--- src/logic/scan_tap_regs.svh ---
// Purpose: constants for the boundary-scan test port
// Assumes: included by the tap module and by the testbench
// Notes: instruction codes are parameters in the module; these are defaults
`ifndef SCAN_TAP_REGS_SVH
`define SCAN_TAP_REGS_SVH
`define TAP_IR_WIDTH 3
`define TAP_IR_CAPTURE 2'h1
`define TAP_OP_EXTEST 3'h0
`define TAP_OP_IDCODE 3'h1
`define TAP_OP_SAMPLEZ 3'h2
`define TAP_OP_SAMPLE 3'h4
`define TAP_OP_BYPASS 3'h7
`define TAP_ID_WIDTH 32
`define TAP_BSR_X36 73
`define TAP_BSR_X18 54
`define TAP_RESET_ONES 5
`endif

--- src/logic/scan_tap_pkg.sv ---
// Purpose: types for the boundary-scan test port
// Assumes: nothing
// Notes: one-hot controller state codes
package scan_tap_pkg;
   typedef enum logic [15:0] {
      ST_RESET = 16'h0001, ST_IDLE = 16'h0002, ST_SEL_DR = 16'h0004,
      ST_CAP_DR = 16'h0008, ST_SH_DR = 16'h0010, ST_EX1_DR = 16'h0020,
      ST_PA_DR = 16'h0040, ST_EX2_DR = 16'h0080, ST_UP_DR = 16'h0100,
      ST_SEL_IR = 16'h0200, ST_CAP_IR = 16'h0400, ST_SH_IR = 16'h0800,
      ST_EX1_IR = 16'h1000, ST_PA_IR = 16'h2000, ST_EX2_IR = 16'h4000,
      ST_UP_IR = 16'h8000
   } tap_state_e;
   typedef enum logic [2:0] {
      PATH_BYP = 3'h1, PATH_ID = 3'h2, PATH_BSR = 3'h4
   } scan_path_e;
endpackage

--- src/logic/scan_tap.sv ---
// Purpose: boundary-scan test access port for a pipelined memory
// Assumes: test clock is much slower than ref_clk_in and sampled by it
// Notes: reads the pin ring snapshot; touches no memory signal except the outputs_hiz_out float request
// How it works
// sample on test clock rise, drive on fall
// mode select steers controller each rising edge
// data in enters selected register MSB
// data out shows selected register LSB
// data out driven only in shift states
// five mode-select-high edges force reset state
// test reset never touches memory operation
// power-up reset leaves data out floating
// exactly one register selected by instruction
// three-bit instruction, loaded only in IR path
// reset forces the identification instruction
// IR capture loads 01 into low bits
// undriven data in and mode select read high
// unused port: clock low, output unconnected
// new instruction takes effect at IR update
// bypass is one bit capturing low
// identification register captures hardwired code
// boundary register 73 or 54 bits long
// sixteen standard controller states and transitions
// instruction codes are parameters, reserved selects bypass
`include "scan_tap_regs.svh"
`timescale 1ns/100ps
`default_nettype none
module scan_tap import scan_tap_pkg::*; #(
   parameter int BSR_LEN = `TAP_BSR_X36,
   parameter logic [31:0] ID_CODE = 32'h0000_0001, // arbitrary value
   parameter logic [2:0] OP_EXTEST = `TAP_OP_EXTEST,
   parameter logic [2:0] OP_IDCODE = `TAP_OP_IDCODE,
   parameter logic [2:0] OP_SAMPLEZ = `TAP_OP_SAMPLEZ,
   parameter logic [2:0] OP_SAMPLE = `TAP_OP_SAMPLE,
   parameter logic [2:0] OP_BYPASS = `TAP_OP_BYPASS
) (
   input wire logic ref_clk_in,
   input wire logic rst_n_in,
   input wire logic tck_in,
   input wire logic tms_in,
   input wire logic tdi_in,
   input wire logic [BSR_LEN-1:0] pin_ring_in,
   output logic tdo_out,
   output logic tdo_oe_out,
   output logic outputs_hiz_out
);
   localparam int IRW = `TAP_IR_WIDTH;

   // scan path chosen by an instruction; unknown codes fall to bypass
   function automatic scan_path_e path_of(input logic [IRW-1:0] op);
      if (op == OP_IDCODE) return PATH_ID;
      if (op == OP_EXTEST || op == OP_SAMPLEZ || op == OP_SAMPLE) return PATH_BSR;
      return PATH_BYP;
   endfunction

   //////////////////////////////////////////////////////////////////////
   // pin synchronisers; pull-ups assumed at the pad so floating reads 1
   logic [1:0] tck_s_r, tms_s_r, tdi_s_r;
   logic tck_d_r;
   logic [1:0] tck_s_nxt, tms_s_nxt, tdi_s_nxt;
   always_comb begin
      tck_s_nxt = {tck_s_r[0], tck_in};
      tms_s_nxt = {tms_s_r[0], tms_in};
      tdi_s_nxt = {tdi_s_r[0], tdi_in};
   end
   always_ff @(posedge ref_clk_in or negedge rst_n_in) begin
      if (!rst_n_in) begin
         tck_s_r <= 2'h0;
         tms_s_r <= 2'h3;
         tdi_s_r <= 2'h3;
         tck_d_r <= 1'b0;
      end else begin
         tck_s_r <= tck_s_nxt;
         tms_s_r <= tms_s_nxt;
         tdi_s_r <= tdi_s_nxt;
         tck_d_r <= tck_s_r[1];
      end
   end
   wire logic tck_rise = tck_s_r[1] & ~tck_d_r;
   wire logic tck_fall = ~tck_s_r[1] & tck_d_r;

   //////////////////////////////////////////////////////////////////////
   // controller, instruction and data registers
   tap_state_e st_r, st_nxt;
   logic [IRW-1:0] ir_sh_r, ir_sh_nxt, ir_r, ir_nxt;
   logic byp_r, byp_nxt;
   logic [`TAP_ID_WIDTH-1:0] id_r, id_nxt;
   logic [BSR_LEN-1:0] bsr_r, bsr_nxt;
   logic tdo_r, tdo_nxt, oe_r, oe_nxt, hiz_r, hiz_nxt;
   scan_path_e path;

   // next state per standard diagram; five ones reach reset from anywhere
   always_comb begin
      logic m;
      m = tms_s_r[1];
      st_nxt = st_r;
      if (tck_rise) begin
         case (st_r)
            ST_RESET: st_nxt = m ? ST_RESET : ST_IDLE;
            ST_IDLE: st_nxt = m ? ST_SEL_DR : ST_IDLE;
            ST_SEL_DR: st_nxt = m ? ST_SEL_IR : ST_CAP_DR;
            ST_CAP_DR: st_nxt = m ? ST_EX1_DR : ST_SH_DR;
            ST_SH_DR: st_nxt = m ? ST_EX1_DR : ST_SH_DR;
            ST_EX1_DR: st_nxt = m ? ST_UP_DR : ST_PA_DR;
            ST_PA_DR: st_nxt = m ? ST_EX2_DR : ST_PA_DR;
            ST_EX2_DR: st_nxt = m ? ST_UP_DR : ST_SH_DR;
            ST_UP_DR: st_nxt = m ? ST_SEL_DR : ST_IDLE;
            ST_SEL_IR: st_nxt = m ? ST_RESET : ST_CAP_IR;
            ST_CAP_IR: st_nxt = m ? ST_EX1_IR : ST_SH_IR;
            ST_SH_IR: st_nxt = m ? ST_EX1_IR : ST_SH_IR;
            ST_EX1_IR: st_nxt = m ? ST_UP_IR : ST_PA_IR;
            ST_PA_IR: st_nxt = m ? ST_EX2_IR : ST_PA_IR;
            ST_EX2_IR: st_nxt = m ? ST_UP_IR : ST_SH_IR;
            ST_UP_IR: st_nxt = m ? ST_SEL_DR : ST_IDLE;
            default: st_nxt = ST_RESET;
         endcase
      end
   end

   // shifts on rise; outputs move on fall so the tester samples stable data
   always_comb begin
      path = path_of(ir_r);
      ir_sh_nxt = ir_sh_r;
      ir_nxt = ir_r;
      byp_nxt = byp_r;
      id_nxt = id_r;
      bsr_nxt = bsr_r;
      tdo_nxt = tdo_r;
      oe_nxt = oe_r;
      hiz_nxt = hiz_r;
      if (tck_rise) begin
         case (st_r)
            ST_RESET: ir_nxt = OP_IDCODE;
            ST_CAP_IR: ir_sh_nxt = {ir_sh_r[IRW-1:2], `TAP_IR_CAPTURE};
            ST_SH_IR: ir_sh_nxt = {tdi_s_r[1], ir_sh_r[IRW-1:1]};
            ST_UP_IR: ir_nxt = ir_sh_r;
            ST_CAP_DR: begin
               byp_nxt = 1'b0;
               if (path == PATH_ID) id_nxt = ID_CODE;
               if (path == PATH_BSR) bsr_nxt = pin_ring_in;
            end
            ST_SH_DR: begin
               case (path)
                  PATH_ID: id_nxt = {tdi_s_r[1], id_r[`TAP_ID_WIDTH-1:1]};
                  PATH_BSR: bsr_nxt = {tdi_s_r[1], bsr_r[BSR_LEN-1:1]};
                  default: byp_nxt = tdi_s_r[1];
               endcase
            end
            default: ;
         endcase
         // reload on entry, not one rise later, so the next fall already sees idcode
         if (st_nxt == ST_RESET) ir_nxt = OP_IDCODE;
      end
      if (tck_fall) begin
         oe_nxt = (st_r == ST_SH_DR) || (st_r == ST_SH_IR);
         if (st_r == ST_SH_IR) tdo_nxt = ir_sh_r[0];
         else if (path == PATH_ID) tdo_nxt = id_r[0];
         else if (path == PATH_BSR) tdo_nxt = bsr_r[0];
         else tdo_nxt = byp_r;
         // memory outputs float under extest and sample-z only
         hiz_nxt = (ir_r == OP_EXTEST) || (ir_r == OP_SAMPLEZ);
      end
   end

   // own reset only; memory datapath is never reset from here
   always_ff @(posedge ref_clk_in or negedge rst_n_in) begin
      if (!rst_n_in) begin
         st_r <= ST_RESET;
         ir_sh_r <= `TAP_OP_IDCODE;
         ir_r <= `TAP_OP_IDCODE;
         byp_r <= 1'b0;
         id_r <= '0;
         bsr_r <= '0;
         tdo_r <= 1'b0;
         oe_r <= 1'b0;
         hiz_r <= 1'b0;
      end else begin
         st_r <= st_nxt;
         ir_sh_r <= ir_sh_nxt;
         ir_r <= ir_nxt;
         byp_r <= byp_nxt;
         id_r <= id_nxt;
         bsr_r <= bsr_nxt;
         tdo_r <= tdo_nxt;
         oe_r <= oe_nxt;
         hiz_r <= hiz_nxt;
      end
   end
   assign tdo_out = tdo_r;
   assign tdo_oe_out = oe_r;
   assign outputs_hiz_out = hiz_r;

   //////////////////////////////////////////////////////////////////////
   // checks
   // each check looks one reference edge after the tap event that it follows
   chk_reset_ir: assert property (
      @(posedge ref_clk_in) disable iff (!rst_n_in)
      st_r == ST_RESET && tck_rise |=> ir_r == OP_IDCODE)
      else $error("ir not idcode");
   chk_oe_fall: assert property (
      @(posedge ref_clk_in) disable iff (!rst_n_in)
      $changed(oe_r) |-> $past(tck_fall))
      else $error("oe moved off fall");
   chk_oe_shift: assert property (
      @(posedge ref_clk_in) disable iff (!rst_n_in)
      tck_fall && !(st_r inside {ST_SH_DR, ST_SH_IR}) |=> !oe_r)
      else $error("oe bad");
   chk_ir_capture: assert property (
      @(posedge ref_clk_in) disable iff (!rst_n_in)
      st_r == ST_CAP_IR && tck_rise |=> ir_sh_r[1:0] == `TAP_IR_CAPTURE)
      else $error("ir capture");
   // reset entry reloads the instruction too, so only update-ir or reset may move it
   chk_ir_update: assert property (
      @(posedge ref_clk_in) disable iff (!rst_n_in)
      $changed(ir_r) |-> $past(st_r) == ST_UP_IR || st_r == ST_RESET)
      else $error("ir early");
   chk_tms_reset: assert property (
      @(posedge ref_clk_in) disable iff (!rst_n_in)
      tck_rise && tms_s_r[1] && st_r == ST_SEL_IR |=> st_r == ST_RESET)
      else $error("no reset");
   chk_byp_cap: assert property (
      @(posedge ref_clk_in) disable iff (!rst_n_in)
      st_r == ST_CAP_DR && tck_rise |=> !byp_r)
      else $error("bypass capture");
   chk_id_cap: assert property (
      @(posedge ref_clk_in) disable iff (!rst_n_in)
      st_r == ST_CAP_DR && tck_rise && ir_r == OP_IDCODE |=> id_r == ID_CODE)
      else $error("id capture");
   cov_tms_reset: cover property (@(posedge ref_clk_in) st_r == ST_SEL_IR && tck_rise && tms_s_r[1]);
   cov_ir_shift: cover property (@(posedge ref_clk_in) st_r == ST_SH_IR && tck_rise);
   cov_dr_shift: cover property (@(posedge ref_clk_in) st_r == ST_SH_DR && tck_rise);
   cov_upd_ir: cover property (@(posedge ref_clk_in) st_r == ST_UP_IR && tck_rise);
endmodule // scan_tap
`default_nettype wire

--- config.mk ---
export PLATFORM = sky130hd
export DESIGN_NAME = scan_tap
export DESIGN_NICKNAME = d
export VERILOG_FILES = /design/src/logic/scan_tap_pkg.sv /design/src/logic/scan_tap.sv
export VERILOG_INCLUDE_DIRS = /design/src /design/src/logic
export SDC_FILE = /design/constraint.sdc
export NUM_CORES = 1
export LEC_CHECK = 0
export ABC_AREA = 1
export BUFFER_PORTS_ARGS = -buffer_cell sky130_fd_sc_hd__buf_4
export CAP_MARGIN = 5
export CORE_ASPECT_RATIO = 1.1
export CORE_UTILIZATION = 35
export CTS_CLUSTER_SIZE = 16
export DETAILED_ROUTE_END_ITERATION = 8
export GPL_ROUTABILITY_DRIVEN = 1
export PLACE_DENSITY_LB_ADDON = 0.2
export RECOVER_POWER = 100
export SLEW_MARGIN = 25
export SYNTH_ARGS = -nofsm -noshare
export SYNTH_HDL_FRONTEND = slang
export SYNTH_SLANG_ARGS = --single-unit
--- constraint.sdc ---
create_clock -name ref_clk_in -period 2.85 [get_ports ref_clk_in]
set_clock_uncertainty 0.2 [all_clocks]
set_input_delay 0.57 -clock ref_clk_in [delete_from_list [all_inputs] [get_ports ref_clk_in]]
set_output_delay 0.57 -clock ref_clk_in [all_outputs]
set_load 0.02 [all_outputs]
[Yosys cells after proc, flatten, opt, wreduce, memory -nomap -nowiden]
Cells that the tools add are included.
Storage, ports and cells
  flip-flop bits (word level): 138
  input port bits: 78
  logic and storage cells: 98
Operators by class
  equality and inequality tests: 27
  mux-type cells: 35
  bitwise operators: 5
  reductions and logical operators: 17
Operators with widths (number)
  $pmux W16 S12: 1
  $mux W73: 2
  $pmux W73 S2: 1
  $mux W32: 2
  $pmux W32 S2: 1
  $mux W16: 3
  $eq A16 B1 Y1 const B: 2
  $mux W3: 6
  $mux W9: 2
  $eq A16 B10 Y1 const B: 1
  $eq A16 B11 Y1 const B: 1
  $eq A16 B12 Y1 const B: 1
  $eq A16 B13 Y1 const B: 1
  $eq A16 B14 Y1 const B: 1
  $eq A16 B15 Y1 const B: 1
  $eq A16 B16 Y1 const B: 1
  $eq A16 B2 Y1 const B: 1
  $eq A16 B3 Y1 const B: 1
  $eq A16 B4 Y1 const B: 1
  $eq A16 B5 Y1 const B: 1
  $eq A16 B6 Y1 const B: 1
  $eq A16 B7 Y1 const B: 1
  $eq A16 B8 Y1 const B: 1
  $eq A16 B9 Y1 const B: 1
  other kinds (25): 49

[Depth between registers and ports, before layout]
  depth in word-level cells: 11
  gate-level depth with buffers: 16
  mapped depth without buffers: 16

[Worst setup path after synthesis]
No wires, ideal clock.
  path kind: flip-flop to flip-flop
  start point: register st_r[13]
  end point: register bsr_r[18]
  library setup time: 0.132 ns
  arrival time: 1.780 ns
  path slack: 0.738 ns
  stages on the path, launching flop included: 15
  buffers on the path: 4
  clock period less this slack: 2.112 ns
  cell sequence: dfrtp_1 -> nor2_4 -> nand2_4 -> nor2_4 -> nand3_1 -> buf_4 -> nand2_2 -> nand2_2 -> clkinv_2 -> nand2_2 -> buf_6 -> buf_6 -> buf_2 -> nand2_1 -> o21ai_1
On the way
  word-level cells in the longest chain between the ends: 3
  elaborated cells on any way between the ends: 7
  those cells by class: 4 x eq/ne; 1 x mux; 2 x reduce/logical
Ends and longest elaborated chain
  from (decl): line scan_tap.sv:84  | tap_state_e st_r, st_nxt;
  from (signal assigned): line scan_tap.sv:178  | st_r <= st_nxt;
  $eq A16 B4 Y1 or $eq A16 B5 Y1 (tied branches): line scan_tap.sv:132  | case (st_r)
  $ne A2 B2 Y1 (no line) or $reduce_bool A2 Y1 (tied branches)
  $reduce_and A4 Y1 (no line)
  to (signal assigned): line scan_tap.sv:183  | bsr_r <= bsr_nxt;
  to (decl): line scan_tap.sv:88  | logic [BSR_LEN-1:0] bsr_r, bsr_nxt;
Parallel ways exist; a longest one is shown, timed or not.
A chain may end at the register's enable or synchronous reset.

[Worst setup path after layout]
  start point: register st_r[12]
  end point: register bsr_r[67]
The elaborated chain is that of the path after synthesis.

==> results.sh <==
export IMPL_run_status="complete, no violations"
export IMPL_dieArea_um2=18850
export IMPL_htree_levels=4
export IMPL_drc=0
export IMPL_ir_worst_vdd_v=0.0003727
export IMPL_rsz0062_at_grt="false"
export IMPL_power_density_nw_per_um2=671.5
export IMPL_cts_tree="yes"
export IMPL_antennaDiodeCount=0
export IMPL_antenna_found_initial=0
export IMPL_async_flop_share_pct=100.0
export IMPL_start_kind="flip-flop"
export IMPL_finalHoldViolCount=0
export IMPL_ys_flop_type="dfrtp_1"
export IMPL_initial_utilization_pct=35.98
export IMPL_syn_num_nets=770
export IMPL_tightest_slew_ns=1.269
export IMPL_worstPathArrival_ns=2.55
export IMPL_cts_buffers=17
export IMPL_synthesis_area_um2=6406
export IMPL_synth_area_leaders="dfrtp_1 (51%), mux2i_1 (11%), nand2_1 (8.8%)"
export IMPL_synth_edf_count=0
export IMPL_slew_headroom_pct=15.41
export IMPL_num_rows=51
export IMPL_power_leakage_uw=0.004221
export IMPL_p_seq_share_pct=43.2
export IMPL_p_comb_share_pct=13.2
export IMPL_die_y_um=143.9
export IMPL_syn_to_final_growth_pct=22.79
export IMPL_yosysTopAreaCellShare_pct=51.17
export IMPL_wl_per_cell_um=13.87
export IMPL_grt_usage_pct=17.00
export IMPL_syn_instance_count=692
export IMPL_hold_class="in -> reg"
export IMPL_register_area_um2=3462
export IMPL_yosysTopAreaCell="dfrtp_1"
export IMPL_drt_iter0_markers=238
export IMPL_ant_nets=0
export IMPL_worst_path_max_fanout=55
export IMPL_pwr_share_clk_pct=43.5
export IMPL_postCtsHoldBufs=1
export IMPL_avgSynthCellArea_um2=9.257
export IMPL_end_kind="flip-flop"
export IMPL_grt_pass1_vias=5091
export IMPL_gp_congestion=0.8992
export IMPL_grt_pass1_wl_um=24700
export IMPL_setup_violations_final=0
export IMPL_viasPerCell=4.815
export IMPL_grt_start_max_net_pins=83
export IMPL_drt_total_wl_um=14190
export IMPL_maxSlewViolCount=0
export IMPL_max_cap_violations=0
export IMPL_required_ns=2.94
export IMPL_yosys_register_bits=138
export IMPL_yosys_warnings=0
export IMPL_firstDrtPassIters=4
export IMPL_die_w_um=131.0
export IMPL_p_sw_uw=1346
export IMPL_fp_coreArea_um2=17800
export IMPL_place_hpwl_um=9637
export IMPL_cts_sinks=138
export IMPL_switching_share_pct=25.48
export IMPL_drive_gt1_share_pct=17.96
export IMPL_overflow=0
export IMPL_internal_power_uw=3936
export IMPL_vias=4926
export IMPL_worstSkewPairLatency_ns=0.41
export IMPL_fin_nets=850
export IMPL_cts_setup_buffers=0
export IMPL_io_buffer_count=80
export IMPL_cts_resized=0
export IMPL_fmax_ghz=0.4062
export IMPL_path_class="reg -> reg"
export IMPL_cts_root_buffer="clkbuf_16"
export IMPL_nFillCells=1703
export IMPL_post_route_period_util_pct=86.39
export IMPL_whs_ns=0.06463
export IMPL_clk_pin_slew_ns=0.06
export IMPL_fin_crit_ns=2.462
export IMPL_multi_input_comb_area_um2=2542
export IMPL_synth_cell_types=31
export IMPL_synth_yosys_seq_area_share_pct=54.04
export IMPL_cts_buffer_depth=2
export IMPL_tns_ns=0
export IMPL_ios=81
## worst paths after layout
path / startpoint / end / slack, ns / depth (start not counted)
max: st_r[12]$_DFF_PN0_ / bsr_r[67]$_DFFE_PN0P_ / 0.39 / 7
min: tms_in / tms_s_r[0]$_DFF_PN1_ / 0.06 / 1
max reg2reg: st_r[12]$_DFF_PN0_ / bsr_r[67]$_DFFE_PN0P_ / 0.39 / 7
min reg2reg: tck_s_r[0]$_DFF_PN0_ / tck_s_r[1]$_DFF_PN0_ / 0.15 / 0
max in group asynchronous: rst_n_in / tms_s_r[0]$_DFF_PN1_ / 0.51 / 3
min in group asynchronous: rst_n_in / st_r[11]$_DFF_PN0_ / 0.76 / 2
## Yosys cell counts (2+ instances only)
library cell and number:
a21oi_1 10, a31oi_1 2, buf_2 12, buf_4 2
buf_6 4, clkbuf_1 19, dfrtp_1 131, dfstp_2 7
inv_1 53, mux2i_1 71, nand2_1 151, nand2_2 4
nand3_1 23, nand4_1 18, nor2_1 43, nor2_2 2
nor2_4 2, nor3_1 4, o21ai_0 63, o21ai_1 41
o22ai_1 5, o31ai_1 15, or2_2 2
## cells by family (layout without fill, tap and decap cells)
family,count (synthesis),count (layout),share of synthesized area (%)
and+or+nand+nor,252,252,16.82
muxes,71,71,11.09
DFF,138,138,54.04
AOI/OAI and AO/OA,139,139,11.82
buffers and inverters,92,185,6.230
## registers in the layout, summed over array words and instances, names as in the netlist
name	cells
byp_r	1
ir_r	3
tdo_out	1
tck_d_r	1
tms_s_r	2
tdo_oe_out	1
outputs_hiz_out	1
st_r	16
bsr_r	73
ir_sh_r	3
tdi_s_r	2
tck_s_r	2
id_r	32
## metal layers
metal | vias up | share of wire, % | GRT usage [%] | wire length, um
li1 | 2474 | - | - | -
met5 | - | 0 | 0 | 0
met4 | 0 | 2.0 | 6.413 | 280
met1 | 2319 | 45 | 21.55 | 6417
met3 | 23 | 6.1 | 5.547 | 865
met2 | 110 | 47 | 26.82 | 6622
## final cells by class
type | count | area share [%]
inverter | 54 | 2.593
timing repair buffer | 99 | 9.432
multi-input combinational | 462 | 32.32
clock buffer | 26 | 6.474
clock inverter | 6 | 1.384
tap | 238 | 3.786
sequential | 138 | 44.01
## power by group through the flow
stage | clock network, uW | registers [uW] | logic, uW
after floorplan | 0 | 2300 | 432
after CTS | 2360 | 2290 | 733
after global placement | 0 | 2310 | 709
after global routing | 2440 | 2310 | 804
after detailed placement | 0 | 2320 | 727
final | 2300 | 2280 | 699
## metrics by stage
stage	worst slack, ns	cells	total power [uW]	utilization, %	cell area, um2
floorplan	0.7379	692	2732	-	6406
CTS	0.4128	1023	5376	44.48	7919
finish	0.3879	1023	5282	44.18	7866
detailed placement	0.4376	990	3045	40.95	7291
global route	0.1281	1023	5554	44.18	7866
global placement	0.4870	990	3022	40.95	7291
## critical path, cell delays in order (launching register included)
cell	delay, ns
dfrtp_1	0.42
nor2_1	0.19
nand2_1	0.20
nor2_4	0.32
nand3_4	0.14
buf_4	0.43
mux2i_1	0.30
o21ai_0	0.10
## cells in the final DEF (no fill, tap or decap), types with 7 or more instances in the layout
master	n
buf_4	87
nand2_1	152
nor2_1	44
clkbuf_16	17
nand4_1	18
a21oi_1	10
dfrtp_1	131
nand3_1	22
inv_1	53
clkbuf_1	8
mux2i_1	71
o21ai_1	7
o21ai_0	97
o31ai_1	15
No activity file was read; power rests on OpenSTA's default activity.
